File: config.mk
export PLATFORM = sky130hd
export DESIGN_NAME = flash_bus_command_decoder
export DESIGN_NICKNAME = d
export VERILOG_FILES = /design/src/flash_cmd_pkg.sv /design/src/bus_cycle_if.sv /design/src/bus_cycle_engine.sv /design/src/cycle_list.sv /design/src/flash_bus_command_decoder.sv
export VERILOG_INCLUDE_DIRS = /design/src /design/src/src
export SDC_FILE = /design/constraint.sdc
export NUM_CORES = 1
export LEC_CHECK = 0
export BUFFER_PORTS_ARGS = -buffer_cell sky130_fd_sc_hd__buf_4
export CAP_MARGIN = 20
export CORE_ASPECT_RATIO = 0.75
export CORE_MARGIN = 8
export CORE_UTILIZATION = 46
export CTS_CLUSTER_DIAMETER = 30
export CTS_CLUSTER_SIZE = 8
export DETAILED_ROUTE_END_ITERATION = 8
export GPL_ROUTABILITY_DRIVEN = 0
export HOLD_SLACK_MARGIN = 0.05
export PLACE_DENSITY_LB_ADDON = 0.08
export SETUP_SLACK_MARGIN = 0.5
export SYNTH_ARGS = -nofsm -noshare
export SYNTH_HDL_FRONTEND = slang
export SYNTH_SLANG_ARGS = --single-unit
File: constraint.sdc
create_clock -name ref_clk -period 2.4 [get_ports ref_clk]
set_input_delay 0.6 -clock ref_clk [delete_from_list [all_inputs] [get_ports ref_clk]]
set_output_delay 0.6 -clock ref_clk [all_outputs]
set_load 0.05 [all_outputs]
File: src/flash_cmd_defines.svh
// command codes, unlock addresses and bus timing counts for the flash host controller
`ifndef FLASH_CMD_DEFINES_SVH
`define FLASH_CMD_DEFINES_SVH
`define CMD_UNLOCK1 8'haa
`define CMD_UNLOCK2 8'h55
`define CMD_RESET 8'hf0
`define CMD_PROGRAM 8'ha0
`define CMD_AUTOSEL 8'h90
`define CMD_SECURED 8'h88
`define CMD_BYPASS 8'h20
`define CMD_ERASE_SETUP 8'h80
`define CMD_CHIP_ERASE 8'h10
`define CMD_SECTOR_ERASE 8'h30
`define CMD_SUSPEND 8'hb0
`define CMD_RESUME 8'h30
`define CMD_CFI 8'h98
`define CMD_EXIT 8'h00
`define ADDR_W_UNLOCK1 22'h000555
`define ADDR_W_UNLOCK2 22'h0002aa
`define ADDR_B_UNLOCK1 22'h000aaa
`define ADDR_B_UNLOCK2 22'h000555
`define ADDR_W_CFI 22'h000055
`define ADDR_B_CFI 22'h0000aa
`define BANK_MSB 21
`define BANK_LSB 19
`define SECT_LSB 12
`define OFS_W_MANUF 22'h000000
`define OFS_W_DEVID1 22'h000001
`define OFS_W_DEVID2 22'h00000e
`define OFS_W_DEVID3 22'h00000f
`define OFS_W_FACTLOCK 22'h000003
`define OFS_W_SECTPROT 22'h000002
`define OFS_B_MANUF 22'h000000
`define OFS_B_DEVID1 22'h000002
`define OFS_B_DEVID2 22'h00001c
`define OFS_B_DEVID3 22'h00001e
`define OFS_B_FACTLOCK 22'h000006
`define OFS_B_SECTPROT 22'h000004
// strobe phases in ref_clk cycles: setup, strobe low, hold
`define T_SETUP 4'h2
`define T_STROBE 4'h7
`define T_HOLD 4'h2
`endif

File: src/flash_cmd_pkg.sv
// types shared by the flash host controller modules
package flash_cmd_pkg;
  typedef enum logic [3:0] {
    OP_READ = 4'h0, OP_RESET = 4'h1, OP_PROGRAM = 4'h2, OP_BYPASS_ENTER = 4'h3,
    OP_BYPASS_PROGRAM = 4'h4, OP_BYPASS_EXIT = 4'h5, OP_CHIP_ERASE = 4'h6,
    OP_SECTOR_ERASE = 4'h7, OP_SUSPEND = 4'h8, OP_RESUME = 4'h9, OP_AUTOSEL_READ = 4'ha,
    OP_SECURED_ENTER = 4'hb, OP_SECURED_EXIT = 4'hc, OP_CFI = 4'hd
  } op_t;
  typedef enum logic [1:0] {
    ID_MANUF = 2'h0, ID_DEVICE = 2'h1, ID_FACTLOCK = 2'h2, ID_SECTPROT = 2'h3
  } id_sel_t;
  typedef enum logic [1:0] {
    CYC_IDLE = 2'h0, CYC_SETUP = 2'h1, CYC_STROBE = 2'h2, CYC_HOLD = 2'h3
  } cyc_t;
endpackage : flash_cmd_pkg

File: src/bus_cycle_if.sv
// one flash bus cycle request and its completion
`timescale 1ns/1ps
interface bus_cycle_if;
  logic start;
  logic isWrite;
  logic [21:0] addr;
  logic [15:0] wdata;
  logic done;
  logic [15:0] rdata;
  modport seq (output start, output isWrite, output addr, output wdata, input done, input rdata);
  modport eng (input start, input isWrite, input addr, input wdata, output done, output rdata);
endinterface : bus_cycle_if

File: src/bus_cycle_engine.sv
// drives one asynchronous read or write cycle on the flash pins
`timescale 1ns/1ps
`include "flash_cmd_defines.svh"
module bus_cycle_engine (
  input wire logic ref_clk,
  input wire logic rst_n,
  bus_cycle_if.eng cyc,
  input wire logic [15:0] dqIn,
  output logic [21:0] addrQ,
  output logic [15:0] dqOutQ,
  output logic dqOeQ,
  output logic chipSelN_q,
  output logic writeEnN_q,
  output logic outEnN_q
);
  flash_cmd_pkg::cyc_t phase_q;
  logic [3:0] cnt_q;
  logic wr_q;
  logic done_q;
  logic [15:0] rdata_q;
  logic strobeOn;
  assign cyc.done = done_q;
  assign cyc.rdata = rdata_q;
  assign strobeOn = (phase_q == flash_cmd_pkg::CYC_SETUP && cnt_q == 4'h1) ||
                    (phase_q == flash_cmd_pkg::CYC_STROBE && cnt_q != 4'h1);

  // ----
  // phase sequencing
  // ----
  // select and strobe fall together, so address latches at that edge
  // strobes rise together before data is released
  always_ff @(posedge ref_clk or negedge rst_n) begin
    if (!rst_n) begin
      phase_q <= flash_cmd_pkg::CYC_IDLE;
      cnt_q <= 4'h0;
      wr_q <= 1'b0;
      done_q <= 1'b0;
      addrQ <= 22'h000000;
      dqOutQ <= 16'h0000;
    end else begin
      done_q <= 1'b0;
      case (phase_q)
        flash_cmd_pkg::CYC_IDLE: begin
          if (cyc.start) begin
            addrQ <= cyc.addr;
            dqOutQ <= cyc.wdata;
            wr_q <= cyc.isWrite;
            cnt_q <= `T_SETUP;
            phase_q <= flash_cmd_pkg::CYC_SETUP;
          end
        end
        flash_cmd_pkg::CYC_SETUP: begin
          cnt_q <= cnt_q - 4'h1;
          if (cnt_q == 4'h1) begin
            cnt_q <= `T_STROBE;
            phase_q <= flash_cmd_pkg::CYC_STROBE;
          end
        end
        flash_cmd_pkg::CYC_STROBE: begin
          cnt_q <= cnt_q - 4'h1;
          if (cnt_q == 4'h1) begin
            cnt_q <= `T_HOLD;
            phase_q <= flash_cmd_pkg::CYC_HOLD;
          end
        end
        flash_cmd_pkg::CYC_HOLD: begin
          cnt_q <= cnt_q - 4'h1;
          if (cnt_q == 4'h1) begin
            done_q <= 1'b1;
            phase_q <= flash_cmd_pkg::CYC_IDLE;
          end
        end
        default: phase_q <= flash_cmd_pkg::CYC_IDLE;
      endcase
    end
  end

  // ----
  // pin drive
  // ----
  always_ff @(posedge ref_clk or negedge rst_n) begin
    if (!rst_n) begin
      chipSelN_q <= 1'b1;
      writeEnN_q <= 1'b1;
      outEnN_q <= 1'b1;
      dqOeQ <= 1'b0;
    end else begin
      chipSelN_q <= !strobeOn;
      writeEnN_q <= !(wr_q && strobeOn);
      outEnN_q <= !(!wr_q && strobeOn);
      // data held through the hold phase, past the rising strobe
      dqOeQ <= wr_q && phase_q != flash_cmd_pkg::CYC_IDLE &&
               !(phase_q == flash_cmd_pkg::CYC_HOLD && cnt_q == 4'h1);
    end
  end

  // read data sampled on the last strobe cycle, before OE rises
  always_ff @(posedge ref_clk or negedge rst_n) begin
    if (!rst_n) begin
      rdata_q <= 16'h0000;
    end else if (!wr_q && phase_q == flash_cmd_pkg::CYC_STROBE && cnt_q == 4'h1) begin
      rdata_q <= dqIn;
    end
  end
endmodule : bus_cycle_engine

File: src/cycle_list.sv
// builds the address/data/direction of each cycle of a command sequence
`timescale 1ns/1ps
`include "flash_cmd_defines.svh"
module cycle_list (
  input wire flash_cmd_pkg::op_t op,
  input wire flash_cmd_pkg::id_sel_t idSel,
  input wire logic byteMode,
  input wire logic [2:0] idx,
  input wire logic [21:0] userAddr,
  input wire logic [15:0] userData,
  output logic [21:0] cycAddr,
  output logic [15:0] cycData,
  output logic cycWrite,
  output logic [2:0] cycCount
);
  logic [21:0] u1;
  logic [21:0] u2;
  logic [21:0] bankBase;
  logic [21:0] sectBase;
  logic [7:0] third;
  assign u1 = byteMode ? `ADDR_B_UNLOCK1 : `ADDR_W_UNLOCK1;
  assign u2 = byteMode ? `ADDR_B_UNLOCK2 : `ADDR_W_UNLOCK2;
  // bank from top bits, sector from bits 21..12
  assign bankBase = {userAddr[`BANK_MSB:`BANK_LSB], 19'h00000};
  assign sectBase = {userAddr[`BANK_MSB:`SECT_LSB], 12'h000};

  function automatic logic [21:0] idOffset(input flash_cmd_pkg::id_sel_t s, input logic b, input logic [2:0] i);
    case (s)
      flash_cmd_pkg::ID_DEVICE: begin
        if (i == 3'h3) idOffset = b ? `OFS_B_DEVID1 : `OFS_W_DEVID1;
        else if (i == 3'h4) idOffset = b ? `OFS_B_DEVID2 : `OFS_W_DEVID2;
        else idOffset = b ? `OFS_B_DEVID3 : `OFS_W_DEVID3;
      end
      flash_cmd_pkg::ID_FACTLOCK: idOffset = b ? `OFS_B_FACTLOCK : `OFS_W_FACTLOCK;
      flash_cmd_pkg::ID_SECTPROT: idOffset = b ? `OFS_B_SECTPROT : `OFS_W_SECTPROT;
      default: idOffset = b ? `OFS_B_MANUF : `OFS_W_MANUF;
    endcase
  endfunction : idOffset

  always_comb begin
    case (op)
      flash_cmd_pkg::OP_PROGRAM: third = `CMD_PROGRAM;
      flash_cmd_pkg::OP_BYPASS_ENTER: third = `CMD_BYPASS;
      flash_cmd_pkg::OP_SECURED_ENTER: third = `CMD_SECURED;
      flash_cmd_pkg::OP_CHIP_ERASE, flash_cmd_pkg::OP_SECTOR_ERASE: third = `CMD_ERASE_SETUP;
      default: third = `CMD_AUTOSEL;
    endcase
  end

  // upper data byte zero on command cycles unlocks only in low address
  always_comb begin
    cycAddr = u1;
    cycData = {8'h00, `CMD_UNLOCK1};
    cycWrite = 1'b1;
    cycCount = 3'h1;
    case (op)
      flash_cmd_pkg::OP_READ: begin
        cycAddr = userAddr;
        cycWrite = 1'b0;
      end
      flash_cmd_pkg::OP_RESET: begin
        cycAddr = userAddr;
        cycData = {8'h00, `CMD_RESET};
      end
      flash_cmd_pkg::OP_CFI: begin
        cycAddr = byteMode ? `ADDR_B_CFI : `ADDR_W_CFI;
        cycData = {8'h00, `CMD_CFI};
      end
      flash_cmd_pkg::OP_SUSPEND: begin
        cycAddr = bankBase;
        cycData = {8'h00, `CMD_SUSPEND};
      end
      flash_cmd_pkg::OP_RESUME: begin
        cycAddr = bankBase;
        cycData = {8'h00, `CMD_RESUME};
      end
      flash_cmd_pkg::OP_BYPASS_PROGRAM: begin
        cycCount = 3'h2;
        cycAddr = userAddr;
        cycData = idx == 3'h0 ? {8'h00, `CMD_PROGRAM} : userData;
      end
      flash_cmd_pkg::OP_BYPASS_EXIT: begin
        cycCount = 3'h2;
        cycAddr = idx == 3'h0 ? bankBase : userAddr;
        cycData = idx == 3'h0 ? {8'h00, `CMD_AUTOSEL} : {8'h00, `CMD_EXIT};
      end
      default: begin
        // unlock-prefixed sequences
        case (op)
          flash_cmd_pkg::OP_BYPASS_ENTER, flash_cmd_pkg::OP_SECURED_ENTER: cycCount = 3'h3;
          flash_cmd_pkg::OP_CHIP_ERASE, flash_cmd_pkg::OP_SECTOR_ERASE: cycCount = 3'h6;
          flash_cmd_pkg::OP_AUTOSEL_READ: cycCount = idSel == flash_cmd_pkg::ID_DEVICE ? 3'h6 : 3'h4;
          default: cycCount = 3'h4;
        endcase
        case (idx)
          3'h0, 3'h3: begin
            cycAddr = u1;
            cycData = {8'h00, `CMD_UNLOCK1};
          end
          3'h1, 3'h4: begin
            cycAddr = u2;
            cycData = {8'h00, `CMD_UNLOCK2};
          end
          default: begin
            cycAddr = u1;
            cycData = {8'h00, third};
          end
        endcase
        if (op == flash_cmd_pkg::OP_AUTOSEL_READ && idx == 3'h2) begin
          cycAddr = bankBase | u1;
        end
        if (op == flash_cmd_pkg::OP_AUTOSEL_READ && idx >= 3'h3) begin
          cycWrite = 1'b0;
          cycAddr = (idSel == flash_cmd_pkg::ID_SECTPROT ? sectBase : bankBase) | idOffset(idSel, byteMode, idx);
        end
        if (op == flash_cmd_pkg::OP_PROGRAM && idx == 3'h3) begin
          cycAddr = userAddr;
          cycData = userData;
        end
        if (op == flash_cmd_pkg::OP_SECURED_EXIT && idx == 3'h3) begin
          cycAddr = userAddr;
          cycData = {8'h00, `CMD_EXIT};
        end
        if (idx == 3'h5 && op != flash_cmd_pkg::OP_AUTOSEL_READ) begin
          cycAddr = op == flash_cmd_pkg::OP_SECTOR_ERASE ? sectBase : u1;
          cycData = {8'h00, op == flash_cmd_pkg::OP_SECTOR_ERASE ? `CMD_SECTOR_ERASE : `CMD_CHIP_ERASE};
        end
      end
    endcase
  end
endmodule : cycle_list

File: src/flash_bus_command_decoder.sv
// host controller issuing command sequences to a multi-bank parallel NOR flash
`timescale 1ns/1ps
`include "flash_cmd_defines.svh"
module flash_bus_command_decoder (
  input wire logic ref_clk,
  input wire logic rst_n,
  input wire logic reqValid,
  input wire flash_cmd_pkg::op_t reqOp,
  input wire flash_cmd_pkg::id_sel_t reqIdSel,
  input wire logic [21:0] reqAddr,
  input wire logic [15:0] reqData,
  input wire logic byteMode,
  output logic reqReady_q,
  output logic rspValid_q,
  output logic [15:0] rspData0_q,
  output logic [15:0] rspData1_q,
  output logic [15:0] rspData2_q,
  output logic bypassActive_q,
  output logic securedActive_q,
  output logic suspended_q,
  output logic [21:0] flashAddr,
  input wire logic [15:0] flashDqIn,
  output logic [15:0] flashDqOut,
  output logic flashDqOe,
  output logic flashCeN,
  output logic flashWeN,
  output logic flashOeN
);
  bus_cycle_if cycBus ();
  flash_cmd_pkg::op_t op_q;
  flash_cmd_pkg::id_sel_t idSel_q;
  logic [21:0] addr_q;
  logic [15:0] data_q;
  logic [2:0] idx_q;
  logic busy_q;
  logic issued_q;
  logic [21:0] cycAddr;
  logic [15:0] cycData;
  logic cycWrite;
  logic [2:0] cycCount;
  logic sectorErase_q;
  logic accept;

  // ----
  // sequence table and pin engine
  // ----
  cycle_list seqTable (
    .op(op_q),
    .idSel(idSel_q),
    .byteMode(byteMode),
    .idx(idx_q),
    .userAddr(addr_q),
    .userData(data_q),
    .cycAddr(cycAddr),
    .cycData(cycData),
    .cycWrite(cycWrite),
    .cycCount(cycCount)
  );

  bus_cycle_engine pins (
    .ref_clk(ref_clk),
    .rst_n(rst_n),
    .cyc(cycBus),
    .dqIn(flashDqIn),
    .addrQ(flashAddr),
    .dqOutQ(flashDqOut),
    .dqOeQ(flashDqOe),
    .chipSelN_q(flashCeN),
    .writeEnN_q(flashWeN),
    .outEnN_q(flashOeN)
  );

  assign cycBus.start = busy_q && !issued_q;
  assign cycBus.isWrite = cycWrite;
  assign cycBus.addr = cycAddr;
  assign cycBus.wdata = cycData;

  // ----
  // request legality
  // ----
  // sequences the flash would ignore or misread are refused here rather than sent, so the
  // flash holds no half-entered sequence, except after an id read sent in secured mode (its exit prefix is left open)
  function automatic logic legal(input flash_cmd_pkg::op_t o, input logic byp, input logic sec,
                                 input logic susp, input logic serase);
    case (o)
      flash_cmd_pkg::OP_BYPASS_PROGRAM, flash_cmd_pkg::OP_BYPASS_EXIT: legal = byp;
      flash_cmd_pkg::OP_SUSPEND: legal = serase && !susp;
      flash_cmd_pkg::OP_RESUME: legal = susp;
      flash_cmd_pkg::OP_SECURED_EXIT: legal = sec && !byp;
      flash_cmd_pkg::OP_CFI: legal = !byp && !serase;
      flash_cmd_pkg::OP_CHIP_ERASE, flash_cmd_pkg::OP_SECTOR_ERASE: legal = !byp && !susp;
      flash_cmd_pkg::OP_READ, flash_cmd_pkg::OP_RESET: legal = 1'b1;
      default: legal = !byp && !(serase && !susp);
    endcase
  endfunction : legal

  assign accept = reqValid && reqReady_q &&
                  legal(reqOp, bypassActive_q, securedActive_q, suspended_q, sectorErase_q);

  // ----
  // sequence walker
  // ----
  always_ff @(posedge ref_clk or negedge rst_n) begin
    if (!rst_n) begin
      op_q <= flash_cmd_pkg::OP_READ;
      idSel_q <= flash_cmd_pkg::ID_MANUF;
      addr_q <= 22'h000000;
      data_q <= 16'h0000;
      idx_q <= 3'h0;
      busy_q <= 1'b0;
      issued_q <= 1'b0;
      reqReady_q <= 1'b0;
    end else begin
      if (!busy_q) begin
        reqReady_q <= 1'b1;
        if (accept) begin
          op_q <= reqOp;
          idSel_q <= reqIdSel;
          addr_q <= reqAddr;
          data_q <= reqData;
          idx_q <= 3'h0;
          busy_q <= 1'b1;
          reqReady_q <= 1'b0;
        end
      end else if (!issued_q) begin
        issued_q <= 1'b1;
      end else if (cycBus.done) begin
        issued_q <= 1'b0;
        if (idx_q + 3'h1 == cycCount) begin
          busy_q <= 1'b0;
        end else begin
          idx_q <= idx_q + 3'h1;
        end
      end
    end
  end

  // ----
  // read results
  // ----
  // device id spans cycles 3..5 and all three are captured
  always_ff @(posedge ref_clk or negedge rst_n) begin
    if (!rst_n) begin
      rspValid_q <= 1'b0;
      rspData0_q <= 16'h0000;
      rspData1_q <= 16'h0000;
      rspData2_q <= 16'h0000;
    end else begin
      rspValid_q <= busy_q && issued_q && cycBus.done && idx_q + 3'h1 == cycCount;
      if (busy_q && issued_q && cycBus.done && !cycWrite) begin
        if (op_q == flash_cmd_pkg::OP_READ || idx_q == 3'h3) begin
          // lock and protection answers occupy the low byte only
          rspData0_q <= op_q == flash_cmd_pkg::OP_READ ? cycBus.rdata : {8'h00, cycBus.rdata[7:0]};
        end
        if (idx_q == 3'h4) begin
          rspData1_q <= {8'h00, cycBus.rdata[7:0]};
        end
        if (idx_q == 3'h5) begin
          rspData2_q <= {8'h00, cycBus.rdata[7:0]};
        end
      end
    end
  end

  // ----
  // mode tracking of the far device
  // ----
  // updated when the final cycle completes; identification entered by the read op is
  // left again by the trailing reset the user must send
  always_ff @(posedge ref_clk or negedge rst_n) begin
    if (!rst_n) begin
      bypassActive_q <= 1'b0;
      securedActive_q <= 1'b0;
      suspended_q <= 1'b0;
      sectorErase_q <= 1'b0;
    end else if (busy_q && issued_q && cycBus.done && idx_q + 3'h1 == cycCount) begin
      case (op_q)
        flash_cmd_pkg::OP_BYPASS_ENTER: bypassActive_q <= 1'b1;
        flash_cmd_pkg::OP_BYPASS_EXIT: bypassActive_q <= 1'b0;
        flash_cmd_pkg::OP_SECURED_ENTER: securedActive_q <= 1'b1;
        flash_cmd_pkg::OP_SECURED_EXIT: securedActive_q <= 1'b0;
        flash_cmd_pkg::OP_SECTOR_ERASE: sectorErase_q <= 1'b1;
        flash_cmd_pkg::OP_CHIP_ERASE: sectorErase_q <= 1'b0;
        // suspend done after the flash's own stop time, polled by the user
        flash_cmd_pkg::OP_SUSPEND: suspended_q <= 1'b1;
        flash_cmd_pkg::OP_RESUME: suspended_q <= 1'b0;
        // reset after erase end clears erase tracking; suspended state survives
        flash_cmd_pkg::OP_RESET: sectorErase_q <= suspended_q;
        default: ;
      endcase
    end
  end
endmodule : flash_bus_command_decoder

==> results of run 1 <==
kinds of logic (layout without fill, tap and decap cells):
logic type / count (synthesis) / in the layout / synth area share (%)
XOR/XNOR: 1 / 1 / 0.1214
multiplexers: 92 / 92 / 14.24
flip-flops: 153 / 153 / 53.11
other: 1 / 16 / 0.05197
AND/OR/NAND/NOR: 162 / 163 / 11.74
AO/OA/AOI/OAI: 145 / 146 / 13.63
adder cells (fa/ha/maj): 12 / 12 / 2.081
buffers and inverters: 69 / 288 / 5.029
area by class of cell:
type,instances,area (µm²)
clock buffers,18,429.2
fillers,1041,4412
multi-input cells,430,3923
clock inverters,14,132.6
flip-flops and latches,153,3844
inverters,23,97.59
repair buffers,233,2180
well taps,205,256.5
per-layer routing:
layer	vias to the layer above	global-route usage, %
met1	2986	26.99
met4	0	5.811
li1	2691	-
met5	-	0
met3	33	6.704
met2	263	32.56
report_power, final:
group          leakage [µW]  switching (µW)  internal (µW)
sequential          0.00192             739           3540
clock              0.000269            1180           1370
combinational       0.00301            4340           3390
total               0.00520            6260           8300
synthesized netlist by cell type, drive strengths merged (4+ instances only):
cell,instances
o22ai,5
clkbuf,11
nand2b,12
dfrtp,150
nor3,8
buf,35
a21oi,38
nand2,49
ha,12
mux2,85
nor2b,6
a31oi,10
nor2,40
and2,7
nor3b,4
nand3b,4
mux2i,7
o31ai,5
a22o,26
o21ai,30
nand3,11
inv,22
and3,5
sequential cells by signal (all words and copies together), names as in the netlist, 2 cells and up:
name	count
rspData0_q	16
pins.cyc.rdata	16
pins.addrQ	22
rspData2_q	8
addr_q	22
pins.phase_q	2
pins.cnt_q	4
data_q	16
rspData1_q	8
idx_q	3
pins.dqOutQ	16
op_q	4
idSel_q	2
path summary, 6_finish.rpt:
check | start | to | slack (ps) | cells after the start
hold reg to reg | pins.wr_q | pins.writeEnN_q | 460 | 1
setup / recovery | suspended_q | op_q[0] | 240 | 10
max in group asynchronous | rst_n | idSel_q[1] | 1680 | 2
min in group ref_clk | reqData[6] | data_q[6] | 400 | 2
setup reg to reg | suspended_q | op_q[0] | 240 | 10
hold / removal | rst_n | pins.cnt_q[2] | 70 | 1
critical path, stage by stage (launching register included):
cell	delay [ps]
dfrtp_2	420
buf_6	120
nand2b_4	120
a21o_1	170
a31oi_1	190
nand3b_1	170
buf_6	180
buf_12	130
buf_12	120
buf_16	130
mux2_4	290
per-stage QoR:
| stage | setup slack, ps | std cells | util, % | cell area, µm² | TNS [ps] |
|---|---|---|---|---|---|
| finish | 240.4 | 1076 | 71.11 | 10860 | 0 |
| detailed placement | -28.71 | 977 | 57.13 | 8726 | -331.2 |
| CTS | 252.5 | 1053 | 67.07 | 10240 | 0 |
| global placement | 35.81 | 977 | 57.13 | 8726 | 0 |
| global route | 189.4 | 1076 | 71.11 | 10860 | 0 |
| floorplan | 263.0 | 650 | - | 7448 | 0 |
repair_timing:
| item | in CTS | in global routing |
|---|---|---|
| cloned | 7 | 4 |
| setup buffers | 37 | 19 |
| resized for setup | 113 | 95 |
| setup endpoints to repair | 123 | 124 |
| hold buffers | 0 | 0 |
| pin swaps | 39 | 51 |
==> summary.md, run 1 <==
| Metric | Value |
|---|---|
| Status | completed |
| Area growth, synth to finish | 50.53% |
| Top Metal Used | met4 |
| Max-cap check violation count | 0 |
| WP data arrival | roughly 2500 ps |
| Effective utilization at floorplan | between 40% and 50% |
| Most common cell after layout, fill and taps aside | buf_4 |
| Highest-count cells in the layout ignoring fill and taps | buf_4 (185), dfrtp_1 (141), mux2_4 (54) |
| I/O pin count | 159 |
| Seq cells post-synth | roughly 150 |
| Final period utilization | about 90% |
| Fraction of registers with async set or reset after synthesis | 100.0% |
| GRT overflow | 0 |
| Pleak | just over 0.005 µW |
| Post-detailed-route count of antenna-violating nets | 0 |
| Synth top area share | a little over half |
| CP Data Required Time | ~2700 ps |
| Pwr per Cell Area | 1341 nW/µm² |
| Worst setup SP type | register |
| Largest fanout on the critical path | 5 |
| Syn Inst Count | between 600 and 700 |
| Vias in the first global route | around 6000 |
| Port Buffers | around 140 |
| Final hold slack | between 70 and 80 ps |
| Die height | between 100 and 150 µm |
| Vias | approximately 6000 |
| Synth cell types | 66 |
| Average cell area after synthesis | approximately 11 µm² |
| Met3 wire length | ~2000 µm |
| FMAX | 463.1 MHz |
| Die width | approximately 160 µm |
| Rows | 39 |
| Post-Route M1 WL | roughly 9500 µm |
| Largest net degree at the start of global routing | 58 |
| Final Hold Viols | 0 |
| Main flop type after synthesis | dfrtp_1 |
| First-pass GRT wire length | 33060 µm |
| VDD IR max | around 870 µV |
| Routed vias/inst | around 5.6 |
| RSZ-0062 raised after global routing | true |
| WL per Instance | about 21 µm |
| Synth warn | 0 |
| Total wire length | between 20000 and 25000 µm |
| GRT Util Overall | slightly above 20% |
| Post-synth EDFFs | 0 |
| Cts bufs inserted | 17 |
| Worst Skew | just under 9 ps |
| Dpl hpwl | 13770 µm |
| Clock buffer depth | 2 |
| Met2 WL | 10720 µm |
| Final setup viols | 0 |
| Worst Setup End Kind | register |
| Final nets | between 900 and 1000 |
| Clock sink count | 153 |
| H-Tree Depth | 4 |
| Clock latency on the worst-skew pair | between 400 and 500 ps |
| Die Area | roughly 20000 µm² |
| WS Path Type | register to register |
| Mapped cell area | slightly above 7000 µm² |
| Synth area leaders | dfrtp_1 (52%), mux2_2 (13%), a22o_1 (3.2%) |
| DR pass1 iterations | 5 |
| CTS root buf | clkbuf_16 |
| Antenna cell count | 0 |
| Worst-path clk slew | around 70 ps |
| # DRC | 0 |
| Max-slew violations | 0 |
| DRT iter0 DRCs | about 420 |
| Hold/Removal Path Class | input port to asynchronous set/reset pin |
| Final min period | approximately 2200 ps |
| Ratio of cells with drive above 1 in the final layout | 53.39% |
| Placeable Area | 15270 µm² |
| CTS tree | yes |
| Initial antenna violation count | 0 |
| Register area share after synthesis | approximately 53% |
| Total power | between 10000 and 15000 µW |
| Leading area contributor after synthesis | dfrtp_1 |
(Power assumes the default switching activity.)
==> run 2, diff against run 1 <==
--- a/constraint.sdc
+++ b/constraint.sdc
@@ -3,2 +3,2 @@
 set_output_delay 0.6 -clock ref_clk [all_outputs]
-set_load 0.05 [all_outputs]
+set_load 0.005 [all_outputs]
==> summary.md, run 2 (synthesized netlist as in run 1, its figures left out) <==
| Metric | Value |
|---|---|
| Status | completed |
| Final Hold Viols | 0 |
| Critical R2R Capture | op_q[1] |
| Largest fanout on the critical path | 5 |
| Final min period | approximately 2200 ps |
| Die Area | 19990 µm² |
| Worst setup margin | ~170 ps |
| Clock latency on the worst-skew pair | around 430 ps |
| Reg-to-reg setup timing slack | between 150 and 200 ps |
| Setup WS pre-CTS | 12.25 ps |
| GRT Util Overall | 21.06% |
| Fill count | 1034 |
| Top flop regs | addr_q x22, pins.addrQ x22 |
| FMAX | between 400 and 500 MHz |
| Setup TNS | 0 ps |
| Worst Setup End Kind | register |
| CP cell instances | buf_4, or4bb_4, a21oi_4, a31oi_2, nand3b_1, buf_4, buf_6, buf_6, buf_6, mux2_4 |
| Vias | approximately 6000 |
| Placeable Area | between 15000 and 20000 µm² |
| Dpl hpwl | 13930 µm |
| Vias in the first global route | 6229 |
| Area growth, synth to finish | 51.57% |
| Largest net degree at the start of global routing | 55 |
| Max-slew violations | 0 |
| Clock buffer depth | 2 |
| GRT overflow | 0 |
| Die width | around 160 µm |
| Initial antenna violation count | 0 |
| Most common cell after layout, fill and taps aside | buf_4 |
| Total wire length | between 20000 and 25000 µm |
| Die height | ~120 µm |
| Worst setup SP type | input port |
| Worst setup startpoint | reqOp[0] |
| I/O pin count | ~160 |
| # DRC | 0 |
| H-Tree Depth | 4 |
| Hold/Removal Path Class | input port to asynchronous set/reset pin |
| Port Buffers | approximately 140 |
| Worst path top cell family by delay | simple AND/OR/NAND/NOR gates |
| Final period utilization | 92.99% |
| Final setup viols | 0 |
| Post-detailed-route count of antenna-violating nets | 0 |
| Antenna cell count | 0 |
| Tightest Pin Transition | between 500 and 600 ps |
| Pleak | about 0.0052 µW |
| Final nets | 948 |
| Total power | 13330 µW |
| WS Path Type | input port to register |
| RR Startpoint | sectorErase_q |
| Max incr delay on CP | around 560 ps |
| Worst Skew | between 20 and 25 ps |
| Worst-path clk slew | approximately 70 ps |
| Effective utilization at floorplan | a little under half |
| CTS root buf | clkbuf_16 |
| Worst path buffer plus inverter count | 5 |
| First-pass GRT wire length | 33910 µm |
| CP Data Required Time | approximately 2700 ps |
| Cts bufs inserted | 17 |
| Reg2Reg Depth | 9 |
| Rows | 39 |
| Pwr per Cell Area | 1219 nW/µm² |
| CTS tree | yes |
| Multi-input logic area | around 3900 µm² |
| DRT iter0 DRCs | about 520 |
| Max_slew headroom | about 64% |
| Ratio of cells with drive above 1 in the final layout | between 50% and 60% |
| VDD IR max | around 660 µV |
| Critical path's slowest cell | or4bb_4 |
| WL per Instance | 20.47 µm |
| WP data arrival | 2540 ps |
| Routed vias/inst | about 5.5 |
| Max-cap check violation count | 0 |
| RSZ-0062 raised after global routing | true |
| Clock sink count | 153 |
| Cts-stage hold buffer count | 0 |
| Highest-count cells in the layout ignoring fill and taps | buf_4 (200), dfrtp_1 (144), mux2_4 (60) |
| DR pass1 iterations | 6 |
| Crit path top cell by count | buf_6 |
| Seq. cell area | between 3000 and 4000 µm² |
[run 2: changes by cell type in the layout (fill, tap and decap cells not counted), sizes merged]
cell      previous run  this run
buf                231       246
clkinvlp             5         4
inv                 27        26
or2                  4         3
bufinv               0         2
[run 2: timing repair]
action,4_1_cts,5_1_grt
gates cloned,6,2
gates resized for setup,95,115
pin swaps,37,57
setup buffers,51,15
endpoints found under the hold margin,0,0
endpoints found under the setup margin,119,124
[run 2: how the worst max path moves through the flow]
stage	to	slack [ps]	cells after the start
after global routing	idSel_q[0]	150	9
after detailed placement	data_q[13]	10	7
after CTS	bypassActive_q	250	8
final	op_q[1]	170	10
after global placement	data_q[15]	30	7
after floorplan	addr_q[0]	260	7
[run 2: layout make-up]
cell class | count | area share [%]
clock buffers | 18 | 3.924
multi-input cells | 429 | 35.64
inverters | 23 | 0.8237
repair buffers | 248 | 20.65
flip-flops and latches | 153 | 35.11
well taps | 205 | 2.345
clock inverters | 14 | 1.510
[run 2: metal layers]
metal  track usage, %  up-vias  share of wire [%]
li1                 -     2727                  -
met1            27.53     2993                 44
met2            32.26      266                 46
met3            6.638       47                8.2
met4            7.621        0                2.4
met5                0        -                  0
[run 2: stage by stage]
step           hold WS, ps  cells  utilization (%)  instance area, µm²
2_1_floorplan        304.4    650                -                7447
3_3_place_gp         449.6    984            57.55                8790
5_1_grt              157.4   1090            71.61               10940
4_1_cts              141.7   1073            67.60               10320
3_5_place_dp         469.1    984            57.55                8790
6_report             132.5   1090            71.61               10940
[run 2: power breakdown]
group / internal (µW) / switching (µW) / leakage, µW / total, µW
sequential: 3540 / 741 / 0.00193 / 4280
combinational: 3280 / 3080 / 0.00304 / 6360
clock: 1560 / 1120 / 0.000283 / 2680
total: 8380 / 4940 / 0.00524 / 13300
==> run 3, diff against run 2 <==
Settings changed: PLACE_DENSITY set to 0.72, PLACE_DENSITY_LB_ADDON 0.08 to not set.
==> summary.md, run 3 (synthesized netlist as in run 1, its figures left out) <==
| Metric | Value |
|---|---|
| Crit path top cell by count | ha_4 |
| Most common cell after layout, fill and taps aside | buf_4 |
| VDD IR max | around 660 µV |
| Ratio of cells with drive above 1 in the final layout | approximately 52% |
| Port Buffers | 142 |
| I/O pin count | 159 |
| # DRC | 0 |
| DR pass1 iterations | 5 |
| First-pass GRT wire length | 33480 µm |
| CTS root buf | clkbuf_16 |
| Clock buffer depth | 2 |
| Worst Setup End Kind | register |
| Inst Count DP | around 1000 |
| WP data arrival | 2510 ps |
| Worst setup SP type | register |
| GRT Util Overall | approximately a fifth |
| Worst-path clk slew | 70 ps |
| Top flop regs | addr_q x22, pins.addrQ x22 |
| Placeable Area | between 15000 and 20000 µm² |
| Reg2Reg Depth | 10 |
| Hold/Removal Path Class | input port to asynchronous set/reset pin |
| Met3 wire length | around 2100 µm |
| Met2 WL | ~11000 µm |
| FMAX | 462.4 MHz |
| Max-slew violations | 0 |
| Reg-to-reg setup timing slack | about 240 ps |
| Final period utilization | approximately 90% |
| Pleak | between 0.005 and 0.006 µW |
| Post-Route M1 WL | approximately 10000 µm |
| Die height | approximately 120 µm |
| Die Area | around 20000 µm² |
| H-Tree Depth | 4 |
| Dpl hpwl | approximately 13000 µm |
| Tightest Pin Transition | 528.9 ps |
| Max-cap check violation count | 0 |
| Post-route non-filler standard cell count | roughly 1100 |
| Final nets | between 900 and 1000 |
| Final min period | roughly 2200 ps |
| Effective utilization at floorplan | between 40% and 50% |
| WL per Instance | between 20 and 25 µm |
| Largest fanout on the critical path | 6 |
| Top Metal Used | met4 |
| Clock latency on the worst-skew pair | approximately 430 ps |
| Setup TNS | 0 ps |
| Vias | around 6200 |
| Final Hold Viols | 0 |
| Largest net degree at the start of global routing | 54 |
| GRT overflow | 0 |
| Routed vias/inst | 5.808 |
| Pwr per Cell Area | about 1200 nW/µm² |
| Critical R2R Capture | pins.addrQ[1] |
| Total power | ~13000 µW |
| Cts bufs inserted | 17 |
| Antenna cell count | 0 |
| Worst Skew | between 10 and 15 ps |
| CP Data Required Time | about 2800 ps |
| CP cell instances | ha_4, ha_4, buf_12, buf_4, nand2b_1, a21oi_1, a311oi_1, a221o_1, nand2_1, a31oi_1 |
| Cts-stage hold buffer count | 0 |
| RR Startpoint | idx_q[1] |
| CTS tree | yes |
| Vias in the first global route | 6235 |
| Final setup viols | 0 |
| Post-detailed-route count of antenna-violating nets | 0 |
| DRT iter0 DRCs | 539 |
| Max incr delay on CP | 470 ps |
| WS Path Type | register to register |
| Die width | 160.6 µm |
| Initial antenna violation count | 0 |
| Clock sink count | ~150 |
| Max_slew headroom | between 60% and 70% |
| Area growth, synth to finish | 48.69% |
| Critical path's slowest cell | dfrtp_2 |
| Total wire length | 23340 µm |
| RSZ-0062 raised after global routing | true |
| Status | completed |
| Highest-count cells in the layout ignoring fill and taps | buf_4 (188), dfrtp_1 (142), mux2_4 (56) |
| Rows | 39 |
==> run 3: per-layer routing <==
layer	vias up	GRT usage (%)
met4	0	6.963
li1	2698	-
met3	66	7.266
met1	3133	26.63
met2	335	31.99
met5	-	0
==> run 3: timing repair <==
action,4_1_cts,5_1_grt
setup buffers,28,28
pin swaps,16,53
cloned,7,2
endpoints found under the setup margin,122,125
gates resized for setup,75,113
==> run 3: critical path, delay by kind of cell, from the launching register on <==
kind | cells | cell delay (ps)
compound gates | 4 | 860
flops | 1 | 470
fa+ha+maj | 2 | 360
buf+inv | 2 | 260
simple gates | 2 | 130
==> run 3: cell type report <==
class                           instances  area [µm²]
Multi-Input combinational cell        430        3867
Sequential cell                       153        3845
Timing Repair Buffer                  230        2085
Inverter                               23       92.59
Fill cell                            1024        4544
Clock inverter                         15       157.7
Clock buffer                           17       425.4
Tap cell                              205       256.5
==> run 3: how the worst max path moves through the flow <==
stage             start            end  slack, ps
2_1_floorplan  reqOp[0]      addr_q[0]        260
3_3_place_gp   reqOp[0]     addr_q[13]         40
3_5_place_dp   reqOp[0]     idSel_q[1]         20
4_1_cts        idx_q[1]  rspData0_q[3]        290
5_1_grt        idx_q[1]  pins.addrQ[1]        190
6_report       idx_q[1]  pins.addrQ[1]        240
==> run 3: where the power goes <==
| group | total [µW] | switching [µW] | internal [µW] |
|---|---|---|---|
| clock | 2660 | 1190 | 1470 |
| combinational | 6210 | 3050 | 3170 |
| sequential | 4360 | 813 | 3550 |
==> run 3: per-stage QoR <==
| step | setup slack, ps | hold slack, ps | cell area (µm²) | util, % |
|---|---|---|---|---|
| 5_1_grt | 190.8 | 170.7 | 10730 | 70.25 |
| 4_1_cts | 294.6 | 147.4 | 9991 | 65.41 |
| 3_3_place_gp | 39.20 | 459.5 | 8705 | 56.99 |
| 6_report | 237.5 | 136.5 | 10730 | 70.25 |
| 2_1_floorplan | 263.0 | 304.4 | 7447 | - |
| 3_5_place_dp | 18.76 | 471.3 | 8705 | 56.99 |
